--- src/verilog/rmdem_pkg.sv ---
package rmdem_pkg;
    // adapter count and widths
    localparam int NUM_ADAPTERS = 4;
    localparam int COUNT_WIDTH = 4;
    localparam int TIMER_WIDTH = 8;
    // register offsets (word index on the register port)
    localparam logic [3:0] OFF_CONTROL = 4'h0;
    localparam logic [3:0] OFF_DIAG = 4'h1;
    localparam logic [3:0] OFF_IRQ_REQ = 4'h2;
    localparam logic [3:0] OFF_BUS_REQ = 4'h3;
    localparam logic [3:0] OFF_LEVEL_ONE = 4'h4;
    localparam logic [3:0] OFF_LEVEL_TWO = 4'h5;
    localparam logic [3:0] OFF_MAINT = 4'h9;
    localparam logic [3:0] OFF_COMPLETION = 4'ha;
    localparam logic [3:0] OFF_IRQ_STATUS = 4'hb;
    localparam logic [3:0] OFF_IRQ_MASK = 4'hc;
    localparam logic [3:0] OFF_IDENT = 4'hd;
    // diagnostic register fields
    localparam int DIAG_COUNT_LSB = 0;
    localparam int DIAG_ODD_MODE = 4;
    localparam int DIAG_WRAP = 5;
    localparam int DIAG_START = 6;
    localparam int DIAG_FORCE_PAR = 7;
    localparam int DIAG_FORCE_TIMER = 8;
    localparam int DIAG_FORCE_TD = 9;
    localparam int DIAG_FORCE_CW = 10;
    localparam int DIAG_WRITE_DIR = 11;
    // level-two / maintenance error codes
    localparam logic [2:0] ERR_INTERNAL = 3'h1;
    localparam logic [2:0] ERR_TYPE1 = 3'h2;
    localparam logic [2:0] ERR_TYPE2 = 3'h4;
    // interrupt status bits
    localparam int IRQ_LEVEL_ONE = 0;
    localparam int IRQ_LEVEL_FOUR = 1;
    localparam int IRQ_MAINT = 2;
    localparam int IRQ_DIRECT = 3;
    localparam int IRQ_BITS = 4;
    // strobe timer limit: 100 ns at 200 MHz
    localparam int STROBE_TIMEOUT_NS = 100;
    localparam int CLK_MHZ = 200;
    localparam int STROBE_TIMEOUT_CYC = STROBE_TIMEOUT_NS * CLK_MHZ / 1000;
    // reset values
    localparam logic [31:0] RESET_WORD = 32'h0000_0000;
    typedef enum logic [1:0] {
        RMDEM_IDLE = 2'b00,
        RMDEM_XFER = 2'b01,
        RMDEM_DONE = 2'b10
    } rmdem_state_t;
endpackage

--- src/verilog/rmdem_scan_wheel.sv ---
`timescale 1ns/1ps
`default_nettype none
module rmdem_scan_wheel #(
    parameter int N = 4
) (
    input wire logic sys_clk,
    input wire logic srst,
    input wire logic [N-1:0] requests,
    input wire logic advance,
    output logic grantValid,
    output logic [$clog2(N)-1:0] grantIdx
);
    initial begin
        if (N < 2) $error("scan wheel needs at least two positions");
    end
    typedef struct packed {
        logic [$clog2(N)-1:0] pointer;
    } rmdem_wheel_t;
    rmdem_wheel_t state, next_state;
    logic found;
    logic [$clog2(N)-1:0] pick;
    // fixed rotation starting just after the last serviced position
    always_comb begin
        logic [$clog2(N)-1:0] idx;
        idx = '0;
        found = 1'b0;
        pick = '0;
        next_state = state;
        for (int i = 0; i < N; i++) begin
            idx = state.pointer + i[$clog2(N)-1:0];
            if (!found && requests[idx]) begin
                found = 1'b1;
                pick = idx;
            end
        end
        if (advance && found) begin
            next_state.pointer = pick + 1'b1;
        end
    end
    always_ff @(posedge sys_clk) begin
        if (srst) begin
            state <= '0;
        end else begin
            state <= next_state;
        end
    end
    assign grantValid = found;
    assign grantIdx = pick;
endmodule
`default_nettype wire

--- src/verilog/rmdem_strobe_check.sv ---
`timescale 1ns/1ps
`default_nettype none
module rmdem_strobe_check #(
    parameter int TIMER_WIDTH = 8,
    parameter int LIMIT = 20
) (
    input wire logic sys_clk,
    input wire logic srst,
    input wire logic active,
    input wire logic oddMode,
    input wire logic firstBeat,
    input wire logic strobeSeen,
    input wire logic upperStrobe,
    input wire logic lowerStrobe,
    output logic strobeError,
    output logic timeoutError
);
    initial begin
        if (LIMIT < 1 || LIMIT >= (1 << TIMER_WIDTH))
            $error("strobe timer limit out of range");
    end
    typedef struct packed {
        logic [TIMER_WIDTH-1:0] count;
    } rmdem_timer_t;
    rmdem_timer_t state, next_state;
    always_comb begin
        next_state = state;
        if (!active || strobeSeen) begin
            next_state.count = '0;
        end else if (state.count != LIMIT[TIMER_WIDTH-1:0]) begin
            next_state.count = state.count + 1'b1;
        end
    end
    always_ff @(posedge sys_clk) begin
        if (srst) begin
            state <= '0;
        end else begin
            state <= next_state;
        end
    end
    // odd start must open with lower lane only; even start with upper
    assign strobeError = active && strobeSeen && (!(upperStrobe || lowerStrobe)
        || (firstBeat && oddMode && upperStrobe)
        || (firstBeat && !oddMode && !upperStrobe));
    assign timeoutError = active && !strobeSeen
        && state.count == LIMIT[TIMER_WIDTH-1:0];
endmodule
`default_nettype wire

--- src/verilog/ring_mux_dma_error_manager.sv ---
// Notes on behaviour
// - parity or timer error ends DMA early, level-four irq, level-two log
// - diagnostic register forces parity or timer error at a chosen byte count
// - wrap mode makes upper/lower strobes and final transfer from mode, count
// - strobe combination disagreeing with data mode counts as a DMA error
// - strobe timer flags a missing data strobe as a timeout error
// - transmit-path parity error logs level one and raises level-one interrupt
// - level-one error records the adapter number being served
// - adapter bus timeout on read leaves both data buffers untouched
// - errored write leaves central unit memory untouched
// - routing bit set logs every level-two error type in maintenance log, interrupts
// - direct interrupt when routing, interrupt-request and start bits all set
// - completion query clears maintenance register, reports interrupt kind
// - bus requests served in fixed rotating order visible by identifier
// - control-word build parity error changes control word, names adapter
// - odd-start swaps bytes on writes to central memory, even-start passes straight
`timescale 1ns/1ps
`default_nettype none
module ring_mux_dma_error_manager #(
    parameter int NUM_ADAPTERS = rmdem_pkg::NUM_ADAPTERS,
    parameter int COUNT_WIDTH = rmdem_pkg::COUNT_WIDTH
) (
    input wire logic sys_clk,
    input wire logic srst,
    input wire logic [3:0] regAddr,
    input wire logic [31:0] regWrData,
    input wire logic regWrite,
    input wire logic regRead,
    output logic [31:0] regRdData,
    input wire logic ringStrobe,
    input wire logic ringUpper,
    input wire logic ringLower,
    input wire logic ringParityErr,
    input wire logic ringTimeout,
    input wire logic [15:0] ringData,
    output logic [15:0] centralData,
    output logic centralWrite,
    output logic finalTransfer,
    output logic upperLowerUp,
    output logic upperLowerLo,
    output logic controlWordChanged,
    output logic irq
);
    localparam int AW = $clog2(NUM_ADAPTERS);
    initial begin
        if (NUM_ADAPTERS != 4 || COUNT_WIDTH != rmdem_pkg::COUNT_WIDTH)
            $error("only four adapters and package count width supported");
    end
    ////////////////////////////////////////////////////////////////////////
    typedef struct packed {
        rmdem_pkg::rmdem_state_t phase;
        logic [3:0] routing;
        logic [11:0] diag;
        logic [3:0] irqReq;
        logic [3:0] busReq;
        logic [7:0] levelOne;
        logic [11:0] levelTwo;
        logic [3:0] maint;
        logic [1:0] kind;
        logic [3:0] status;
        logic [3:0] mask;
        logic [AW-1:0] serving;
        logic [COUNT_WIDTH-1:0] beat;
        logic [15:0] dataBuf;
        logic [15:0] extBuf;
        logic [15:0] centralData;
        logic centralWrite;
        logic finalTransfer;
        logic upper;
        logic lower;
        logic cwChanged;
        logic [31:0] rdData;
        logic irq;
        logic [3:0] pendEvt;
    } rmdem_top_t;
    rmdem_top_t state, next_state;
    logic grantValid, strobeError, timeoutError;
    logic [AW-1:0] grantIdx;
    logic active, wrapMode, oddMode, writeDir;
    logic strobeIn, upperIn, lowerIn, lastBeat, injectPoint;
    logic parityErr, timerErr, tdErr, cwErr, anyErr;
    logic syncStrobe1, syncStrobe2, syncUp1, syncUp2, syncLo1, syncLo2;
    logic syncPar1, syncPar2, syncTo1, syncTo2;
    logic [15:0] syncData1, syncData2;
    logic [2:0] errCode;
    logic advance;
    ////////////////////////////////////////////////////////////////////////
    // ring pins come from outside: two stages before use
    always_ff @(posedge sys_clk) begin
        syncStrobe1 <= ringStrobe;
        syncStrobe2 <= syncStrobe1;
        syncUp1 <= ringUpper;
        syncUp2 <= syncUp1;
        syncLo1 <= ringLower;
        syncLo2 <= syncLo1;
        syncPar1 <= ringParityErr;
        syncPar2 <= syncPar1;
        syncTo1 <= ringTimeout;
        syncTo2 <= syncTo1;
        // data takes the same two stages so it lines up with the strobe
        syncData1 <= ringData;
        syncData2 <= syncData1;
    end
    assign active = state.phase == rmdem_pkg::RMDEM_XFER;
    assign wrapMode = state.diag[rmdem_pkg::DIAG_WRAP];
    assign oddMode = state.diag[rmdem_pkg::DIAG_ODD_MODE];
    assign writeDir = state.diag[rmdem_pkg::DIAG_WRITE_DIR];
    assign lastBeat = state.beat == state.diag[COUNT_WIDTH-1:0];
    // injection point chosen by the count field
    assign injectPoint = active && lastBeat;
    // wrap mode: strobes generated locally from mode and count
    assign strobeIn = wrapMode ? active : syncStrobe2;
    assign upperIn = wrapMode ? !(oddMode && state.beat == '0) : syncUp2;
    assign lowerIn = wrapMode ? !(lastBeat && state.diag[0] == oddMode)
        : syncLo2;
    assign parityErr = active && (syncPar2
        || (injectPoint && state.diag[rmdem_pkg::DIAG_FORCE_PAR]));
    assign timerErr = active && (timeoutError || syncTo2
        || (injectPoint && state.diag[rmdem_pkg::DIAG_FORCE_TIMER]));
    assign tdErr = injectPoint && state.diag[rmdem_pkg::DIAG_FORCE_TD];
    assign cwErr = active && state.beat == '0
        && state.diag[rmdem_pkg::DIAG_FORCE_CW];
    assign anyErr = parityErr || timerErr || strobeError || cwErr;
    assign errCode = cwErr || strobeError ? rmdem_pkg::ERR_INTERNAL
        : timerErr ? rmdem_pkg::ERR_TYPE1
        : rmdem_pkg::ERR_TYPE2;
    assign advance = state.phase == rmdem_pkg::RMDEM_IDLE
        && state.diag[rmdem_pkg::DIAG_START];
    rmdem_scan_wheel #(.N(NUM_ADAPTERS)) wheel (
        .sys_clk(sys_clk),
        .srst(srst),
        .requests(state.busReq),
        .advance(advance),
        .grantValid(grantValid),
        .grantIdx(grantIdx)
    );
    rmdem_strobe_check #(
        .TIMER_WIDTH(rmdem_pkg::TIMER_WIDTH),
        .LIMIT(rmdem_pkg::STROBE_TIMEOUT_CYC)
    ) strobeChk (
        .sys_clk(sys_clk),
        .srst(srst),
        .active(active),
        .oddMode(oddMode),
        .firstBeat(state.beat == '0),
        .strobeSeen(strobeIn),
        .upperStrobe(upperIn),
        .lowerStrobe(lowerIn),
        .strobeError(strobeError),
        .timeoutError(timeoutError)
    );
    ////////////////////////////////////////////////////////////////////////
    always_comb begin
        next_state = state;
        next_state.centralWrite = 1'b0;
        next_state.finalTransfer = 1'b0;
        next_state.upper = 1'b0;
        next_state.lower = 1'b0;
        next_state.rdData = '0;
        next_state.pendEvt = '0;
        // events raised last cycle reach status after their logs
        next_state.status = state.status | state.pendEvt;
        if (regWrite) begin
            unique case (regAddr)
                rmdem_pkg::OFF_CONTROL: next_state.routing = regWrData[3:0];
                rmdem_pkg::OFF_DIAG: next_state.diag = regWrData[11:0];
                rmdem_pkg::OFF_IRQ_REQ: next_state.irqReq = regWrData[3:0];
                rmdem_pkg::OFF_BUS_REQ: next_state.busReq = regWrData[3:0];
                rmdem_pkg::OFF_LEVEL_ONE: next_state.levelOne = '0;
                rmdem_pkg::OFF_IRQ_STATUS:
                    next_state.status = (state.status & ~regWrData[3:0])
                        | state.pendEvt;
                rmdem_pkg::OFF_IRQ_MASK: next_state.mask = regWrData[3:0];
                default: ;
            endcase
        end
        if (regRead) begin
            unique case (regAddr)
                rmdem_pkg::OFF_CONTROL:
                    next_state.rdData = {28'h0, state.routing};
                rmdem_pkg::OFF_DIAG: next_state.rdData = {20'h0, state.diag};
                rmdem_pkg::OFF_IRQ_REQ:
                    next_state.rdData = {28'h0, state.irqReq};
                rmdem_pkg::OFF_BUS_REQ:
                    next_state.rdData = {28'h0, state.busReq};
                rmdem_pkg::OFF_LEVEL_ONE:
                    next_state.rdData = {24'h0, state.levelOne};
                rmdem_pkg::OFF_LEVEL_TWO:
                    next_state.rdData = {20'h0, state.levelTwo};
                rmdem_pkg::OFF_MAINT: next_state.rdData = {28'h0, state.maint};
                rmdem_pkg::OFF_COMPLETION: begin
                    // query reports kind, then empties the maintenance log
                    next_state.rdData = {26'h0, state.kind, state.maint};
                    next_state.maint = '0;
                    next_state.kind = '0;
                end
                rmdem_pkg::OFF_IRQ_STATUS:
                    next_state.rdData = {28'h0, state.status};
                rmdem_pkg::OFF_IRQ_MASK:
                    next_state.rdData = {28'h0, state.mask};
                rmdem_pkg::OFF_IDENT:
                    next_state.rdData = {29'h0, state.cwChanged, state.serving};
                default: next_state.rdData = '0;
            endcase
        end
        // direct interrupt: routing, request and start together
        if ((state.routing & state.irqReq) != '0
            && state.diag[rmdem_pkg::DIAG_START]) begin
            next_state.kind[1] = 1'b1;
            next_state.pendEvt[rmdem_pkg::IRQ_DIRECT] = 1'b1;
        end
        unique case (state.phase)
            rmdem_pkg::RMDEM_IDLE: begin
                if (advance && grantValid) begin
                    // rotation picks the adapter; identifier shows it
                    next_state.serving = grantIdx;
                    next_state.busReq[grantIdx] = 1'b0;
                    next_state.beat = '0;
                    next_state.cwChanged = 1'b0;
                    next_state.phase = rmdem_pkg::RMDEM_XFER;
                end
            end
            rmdem_pkg::RMDEM_XFER: begin
                if (tdErr) begin
                    // adapter number kept with the level-one log
                    next_state.levelOne = {1'b1, 5'h0, state.serving};
                    next_state.pendEvt[rmdem_pkg::IRQ_LEVEL_ONE] = 1'b1;
                end
                if (anyErr) begin
                    // early end; no write, no buffer update
                    next_state.levelTwo[state.serving*3 +: 3] = errCode;
                    next_state.pendEvt[rmdem_pkg::IRQ_LEVEL_FOUR] = 1'b1;
                    if (cwErr) next_state.cwChanged = 1'b1;
                    if (state.routing[state.serving]) begin
                        next_state.maint = {1'b1, errCode};
                        next_state.kind[0] = 1'b1;
                        next_state.pendEvt[rmdem_pkg::IRQ_MAINT] = 1'b1;
                    end
                    next_state.phase = rmdem_pkg::RMDEM_DONE;
                end else if (strobeIn) begin
                    next_state.upper = upperIn;
                    next_state.lower = lowerIn;
                    next_state.finalTransfer = lastBeat;
                    if (writeDir) begin
                        // odd start swaps the two lanes
                        next_state.centralData = oddMode
                            ? {syncData2[7:0], syncData2[15:8]} : syncData2;
                        next_state.centralWrite = 1'b1;
                    end else begin
                        next_state.extBuf = state.dataBuf;
                        next_state.dataBuf = syncData2;
                    end
                    next_state.beat = state.beat + 1'b1;
                    if (lastBeat) next_state.phase = rmdem_pkg::RMDEM_DONE;
                end
            end
            rmdem_pkg::RMDEM_DONE: begin
                next_state.diag[rmdem_pkg::DIAG_START] = 1'b0;
                next_state.phase = rmdem_pkg::RMDEM_IDLE;
            end
            default: next_state.phase = rmdem_pkg::RMDEM_IDLE;
        endcase
        next_state.irq = (next_state.status & state.mask) != '0;
    end
    always_ff @(posedge sys_clk) begin
        if (srst) begin
            state <= '0;
        end else begin
            state <= next_state;
        end
    end
    assign regRdData = state.rdData;
    assign centralData = state.centralData;
    assign centralWrite = state.centralWrite;
    assign finalTransfer = state.finalTransfer;
    assign upperLowerUp = state.upper;
    assign upperLowerLo = state.lower;
    assign controlWordChanged = state.cwChanged;
    assign irq = state.irq;
    ////////////////////////////////////////////////////////////////////////
    a_error_ends_dma: assert property (@(posedge sys_clk) disable iff (srst)
        active && anyErr |=> state.phase == rmdem_pkg::RMDEM_DONE)
        else $error("error did not end transfer");
    a_error_no_write: assert property (@(posedge sys_clk) disable iff (srst)
        active && anyErr |=> !centralWrite)
        else $error("errored transfer wrote memory");
    a_timeout_keeps_buf: assert property (@(posedge sys_clk) disable iff (srst)
        active && timerErr |=> $stable(state.dataBuf) && $stable(state.extBuf))
        else $error("timeout changed buffers");
    a_level_one_log: assert property (@(posedge sys_clk) disable iff (srst)
        tdErr |=> state.levelOne[AW-1:0] == $past(state.serving)
        ##1 state.status[rmdem_pkg::IRQ_LEVEL_ONE])
        else $error("level one log or flag missing");
    a_status_before: assert property (@(posedge sys_clk) disable iff (srst)
        active && anyErr |=> !state.status[rmdem_pkg::IRQ_LEVEL_FOUR]
        || $past(state.status[rmdem_pkg::IRQ_LEVEL_FOUR]))
        else $error("interrupt flag rose with its log");
    a_direct_irq: assert property (@(posedge sys_clk) disable iff (srst)
        ((state.routing & state.irqReq) != '0)
        && state.diag[rmdem_pkg::DIAG_START]
        |-> ##2 state.status[rmdem_pkg::IRQ_DIRECT])
        else $error("direct interrupt not flagged");
    a_query_clears: assert property (@(posedge sys_clk) disable iff (srst)
        regRead && regAddr == rmdem_pkg::OFF_COMPLETION && !active
        |=> state.maint == '0)
        else $error("completion query left log");
    a_maint_log: assert property (@(posedge sys_clk) disable iff (srst)
        active && anyErr && state.routing[state.serving]
        |=> state.maint[3] ##1 state.status[rmdem_pkg::IRQ_MAINT])
        else $error("maintenance log missing");
endmodule
`default_nettype wire

--- config.mk ---
export PLATFORM = sky130hd
export DESIGN_NAME = ring_mux_dma_error_manager
export DESIGN_NICKNAME = d
export VERILOG_FILES = /design/src/verilog/rmdem_pkg.sv /design/src/verilog/rmdem_scan_wheel.sv /design/src/verilog/rmdem_strobe_check.sv /design/src/verilog/ring_mux_dma_error_manager.sv
export SDC_FILE = /design/constraint.sdc
export NUM_CORES = 1
export LEC_CHECK = 0
export BUFFER_PORTS_ARGS = -buffer_cell sky130_fd_sc_hd__buf_2
export CORE_UTILIZATION = 40
export DETAILED_ROUTE_END_ITERATION = 8
export SLEW_MARGIN = 5
export SYNTH_ARGS = -nofsm -noshare
export SYNTH_HDL_FRONTEND = slang
export SYNTH_HIERARCHICAL = 1
export SYNTH_SLANG_ARGS = --single-unit
--- constraint.sdc ---
create_clock -name sys_clk -period 3.4 [get_ports sys_clk]
set_input_delay 0.68 -clock sys_clk [delete_from_list [all_inputs] [get_ports sys_clk]]
set_output_delay 0.68 -clock sys_clk [all_outputs]
set_load 0.02 [all_outputs]
* Word-level counts from Yosys, hierarchy flattened
Cells that the tools add are included.
W data, S select, Z words.
** Cells by class
- Add/sub/neg operators :: 7
- $mul :: 1
- Magnitude comparators :: 7
- Equal/unequal tests :: 23
- Shift-type cells :: 2
- Multiplexer cells :: 65
- Bitwise gates (word level) :: 13
- Reductions and logical operators :: 71
** Operator list (count)
- $pmux W12 S11 :: 1
- $mux W56 :: 2
- $neg A4 Y34 :: 1
- $shift A3 B34 Y12 const A :: 1
- $shiftx A3 B34 Y12 :: 1
- $mux W16 :: 2
- $mux W32 :: 1
- $mux W4 :: 7
- $logic_and A1 B1 Y1 :: 24
- $mux W1 :: 24
- $mux W24 :: 1
- $mux W8 :: 3
- $eq A4 B4 Y1 const B :: 5
- $lt A2 B3 Y1 const B :: 6
- $mux W17 :: 1
- $and A4 B4 Y4 :: 4
- $mux W2 :: 8
- $reduce_and A4 Y1 :: 4
- $reduce_and A2 Y1 :: 7
- $bwmux W12 :: 1
- $mux W12 :: 1
- $mux W6 :: 2
- $logic_or A1 B1 Y1 :: 11
- $bmux W1 S2 :: 5
- 35 further kinds :: 66
** Storage, ports and cells
- Register bits after elaboration :: 208
- Input port bits :: 61
- Output and inout bits :: 54
- Word-level logic and storage cells :: 231

* Depth between registers and ports, before layout
- Depth in word-level cells :: 20
- Mapped depth :: 13
- Gate-level depth less buffers :: 12

* Hierarchy
Netlist, hierarchy kept.
** Modules (own cells, without submodules)
- ring_mux_dma_error_manager :: instances 1, cells each 613, area each 5911.9 um^2, sequential area each 2922.8 um^2
- rmdem_strobe_check :: instances 1, cells each 54, area each 481.7 um^2, sequential area each 160.2 um^2
- rmdem_scan_wheel :: instances 1, cells each 27, area each 183.9 um^2, sequential area each 40.0 um^2

* Worst setup path before layout
No wires, ideal clock.
- Path kind :: flip-flop to flip-flop
- From :: register state[90] (netlist bit)
- To :: register state[93] (netlist bit)
- Setup time :: 0.070 ns
- Data arrival time :: 2.792 ns
- Required time :: 3.330 ns
- Slack :: 0.538 ns
- Cell stages (with the launch flop) :: 13
- Path buffers :: 0
- Period minus slack after synthesis :: 2.862 ns
- Cell sequence :: dfxtp_1 -> inv_1 -> ha_1 -> nor3b_1 -> a31oi_1 -> xnor2_1 -> o2bb2ai_1 -> and3_2 -> or4_4 -> nor2_4 -> o21ai_2 -> or4_1 -> a21oi_1
** On the way
- Longest elaborated chain between the ends :: 13
- Elaborated cells between the ends (all ways) :: 35
- Those cells by class :: add/sub (1); eq/ne (2); mux (5); reduce/logical (27)
** RTL lines
- start: declaration :: line ring_mux_dma_error_manager.sv:76 : rmdem_top_t state, next_state;
- start signal: assignment :: line ring_mux_dma_error_manager.sv:269 : state <= next_state;
- $logic_not A4 Y1 * :: line ring_mux_dma_error_manager.sv:113 : assign upperIn = wrapMode ? !(oddMode && state.beat == '0) : syncUp2;
- $logic_and A1 B1 Y1 * :: line ring_mux_dma_error_manager.sv:113
- $logic_not A1 Y1 * :: line ring_mux_dma_error_manager.sv:113
- $mux W1 * :: line ring_mux_dma_error_manager.sv:113
- via upperIn :: line ring_mux_dma_error_manager.sv:80 : logic strobeIn, upperIn, lowerIn, lastBeat, injectPoint;
- $logic_or A1 B1 Y1 :: line rmdem_strobe_check.sv:42 : assign strobeError = active && strobeSeen && (!(upperStrobe || lowerStrobe)
- $logic_not A1 Y1 :: line rmdem_strobe_check.sv:42
- $logic_or A1 B1 Y1 :: line rmdem_strobe_check.sv:43 : || (firstBeat && oddMode && upperStrobe)
- $logic_or A1 B1 Y1 * :: line rmdem_strobe_check.sv:44 : || (firstBeat && !oddMode && !upperStrobe));
- $logic_and A1 B1 Y1 * :: line rmdem_strobe_check.sv:42
- via strobeError :: line ring_mux_dma_error_manager.sv:77 : logic grantValid, strobeError, timeoutError;
- $logic_or A1 B1 Y1 * (2 in series) :: line ring_mux_dma_error_manager.sv:123 : assign anyErr = parityErr || timerErr || strobeError || cwErr;
- $ne A2 B2 Y1 (no source line) *
- $reduce_and A4 Y1 (no source line) *
The timed path passes the listed nets; every way through them passes the cells marked *. The select of a mux whose other input is x is not followed.
A chain may end at the register's enable or synchronous reset.

* Worst setup path in the final report
Ends and elaborated chain as after synthesis.

==> impl_metrics.env <==
export IMPL_drc=0
export IMPL_cp_top_family="simple AND/OR/NAND/NOR gates"
export IMPL_comb_power_share=0.043
export IMPL_layout_area_seq_sq_mm=0.003123
export IMPL_fin_crit_sh=0.9418
export IMPL_instances_no_fill=962
export IMPL_antenna_left=0
export IMPL_power_switching_mw=0.8901
export IMPL_ir_drop_mv=0.5434
export IMPL_grt_pass1_vias=5043
export IMPL_slew_violations=0
export IMPL_fmax_ghz=0.3123
export IMPL_grt_usage=0.1990
export IMPL_wl_per_cell_um=16.38
export IMPL_final_cell_mix="dfxtp_1 (156), buf_2 (74), nor2_1 (68)"
export IMPL_cpPeakStageDelay_ns=0.50
export IMPL_antenna_cells=0
export IMPL_ys_seq_area_frac=0.4748
export IMPL_synth_avg_cell_area_sq_um=9.478
export IMPL_swShare=0.2234
export IMPL_finClkSkew_ns=0.007743
export IMPL_crit_type="reg2reg"
export IMPL_synth_edf_count=0
export IMPL_syn_inst=694
export IMPL_dieArea_sq_mm=0.01696
export IMPL_max_slew_margin_rel=0.5723
export IMPL_synth_top_family_by_area="simple AND/OR/NAND/NOR gates"
export IMPL_n_fill_cell=1581
export IMPL_clk_pin_slew_ns=0.06
export IMPL_slowest_stage="or4_1"
export IMPL_ys_warn_count=6
export IMPL_maxCapViolations=0
export IMPL_post_dp_hpwl_mm=11.37
export IMPL_coreArea_sq_mm=0.01594
export IMPL_ys_types=76
export IMPL_cts_tree="yes"
export IMPL_dp_cells=930
export IMPL_required_ns=3.75
export IMPL_cts_sink_count=156
export IMPL_hold_viol_final=0
export IMPL_gp_congestion=0.9119
export IMPL_synthSimpleGateAreaFrac=0.1668
export IMPL_h_tree_depth=4
export IMPL_synthToLayoutAreaGrowth_pct=13.94
export IMPL_syn_cell_area_sq_mm=0.006578
export IMPL_finalPower_mw=3.985
export IMPL_grt_max_degree=33
export IMPL_p_leak_nw=2.972
export IMPL_seqPwrFrac=0.471
export IMPL_route_vias_total=5152
export IMPL_async_flop_share=0
export IMPL_clock_latency_ns=0.43
export IMPL_initial_core_util=0.4126
export IMPL_synthAdderAreaFrac=0.01712
export IMPL_power_density_mw_per_mm2=531.7
export IMPL_cts_hold_buffers=0
export IMPL_layout_nets=803
export IMPL_muxShareOfSynthArea=0.07171
export IMPL_firstDrtPassIters=5
export IMPL_multi_input_area_sq_mm=0.002945
export IMPL_die_y_um=130.2
export IMPL_final_util=0.4701
export IMPL_overflow=0
export IMPL_post_place_ws_ns=0.2060
export IMPL_crit_path_max_fanout=8
export IMPL_status="completed"
export IMPL_rsz0062_at_grt="no"
export IMPL_rrSetupSlack_ns=0.20
export IMPL_rows=46
export IMPL_worstMarginPinSlew_ns=0.6348
export IMPL_ys_ff_latch=156
export IMPL_drive_gt1_frac=0.1903
export IMPL_synth_xor_area_share=0.01332
export IMPL_period_needed_ns=3.202
export IMPL_worstSetupEndpointType="flop"
export IMPL_synth_compound_area_frac=0.1657
export IMPL_antenna_found_initial=0
export IMPL_ys_flop_type="dfxtp_1"
export IMPL_final_common_cell="dfxtp_1"
export IMPL_hold_ws_ns=0.3252
export IMPL_cts_buffers=17
export IMPL_postRouteWirelength_mm=15.76
export IMPL_worstSetupStartpointType="flop"
export IMPL_path_cells="inv_1, ha_1, nor3b_2, a31oi_2, xnor2_1, o2bb2ai_1, and3_2, or4_4, nor2_4, o21ai_2, or4_1, a21oi_1"
export IMPL_drt_iter0_markers=456
export IMPL_dpl_instance_area_sq_mm=0.006875
export IMPL_clockBufferDepth=2
export IMPL_clockPowerShare=0.486
export IMPL_hold_path_class="reg2reg"
export IMPL_fin_setup_tns_ns=0
export IMPL_portBuffers=74
export IMPL_cts_root_buf="clkbuf_16"
export IMPL_crit_buf_inv=1
export IMPL_worstPathArrival_ns=3.55
export IMPL_grt_first_pass_wirelength_mm=25.72
export IMPL_die_x_um=130.2
export IMPL_intPower_mw=3.095
export IMPL_final_setup_viol_count=0
export IMPL_ios=115
export IMPL_vias_per_cell=5.356
export IMPL_finalWorstSetupSlack_ns=0.1978
export IMPL_fin_area_sq_mm=0.007495
[registers in the layout, summed over array words and instances (netlist names), 2 cells and up, named ones only]
register and cells:
strobeChk/state 8, centralData 16, wheel/state 2, state 57, syncData2 16, regRdData 12, syncData1 16
[path summary, 6_finish.rpt]
path,from,to,cells past startpoint
max,state[90],state[93],12
min,syncData1[4],syncData2[4],0
max reg2reg,state[90],state[93],12
min reg2reg,syncData1[4],syncData2[4],0
[power groups by stage]
stage,Combinational (mW),Clock [mW],Sequential (mW)
5_1_grt,0.188,2.08,1.88
6_report,0.171,1.94,1.88
2_1_floorplan,0.133,0,1.91
3_3_place_gp,0.167,0,1.91
3_5_place_dp,0.169,0,1.92
4_1_cts,0.170,1.99,1.88
[Yosys cell counts (all sizes together), types with 4 or more instances]
master | instances | area share
xnor2 | 8 | 0.011
nor2 | 69 | 0.041
ha | 9 | 0.017
o211ai | 5 | 0.0057
nor3b | 11 | 0.013
inv | 26 | 0.015
o21ai | 17 | 0.014
a22oi | 10 | 0.011
and2 | 4 | 0.0038
o2bb2ai | 9 | 0.012
a211oi | 17 | 0.019
mux2 | 5 | 0.0086
nand4 | 8 | 0.0086
a31oi | 9 | 0.0086
and3 | 9 | 0.0088
a22o | 10 | 0.013
buf | 55 | 0.060
nand2b | 5 | 0.0048
nor3 | 18 | 0.014
clkbuf | 27 | 0.016
nand2 | 35 | 0.020
a21oi | 45 | 0.036
nor2b | 4 | 0.0038
mux2i | 37 | 0.056
nand3 | 27 | 0.021
dfxtp | 156 | 0.47
[metal layers]
layer	share of wire	global-route usage	vias up	routed length, um
met5	0	0	-	0
met1	0.43	0.2419	2453	6845
met4	0.017	0.08413	0	272
li1	-	-	2496	-
met3	0.072	0.06150	24	1138
met2	0.48	0.3251	179	7499
[cells by family (layout without fill, tap and decap cells)]
kind of cell / after synthesis / count (layout)
xor gates and xnor gates: 10 / 10
AOI/OAI and AO/OA: 154 / 154
other: 1 / 20
DFF: 156 / 156
buffers and inverters: 108 / 141
muxes: 44 / 44
adders and majority gates: 9 / 9
and+or+nand+nor: 212 / 212
[repair_timing]
item,in CTS,in global routing
setup buffers,0,0
resized for setup,0,2
setup endpoints to repair,0,2
[final cells by class]
type	instances	area share
flip-flops and latches	156	0.4167
well taps	216	0.03606
clock inverters	12	0.02154
repair buffers	83	0.06010
inverters	26	0.01302
clock buffers	20	0.05960
multi-input cells	449	0.3930
No activity file was read; power rests on OpenSTA's default activity.
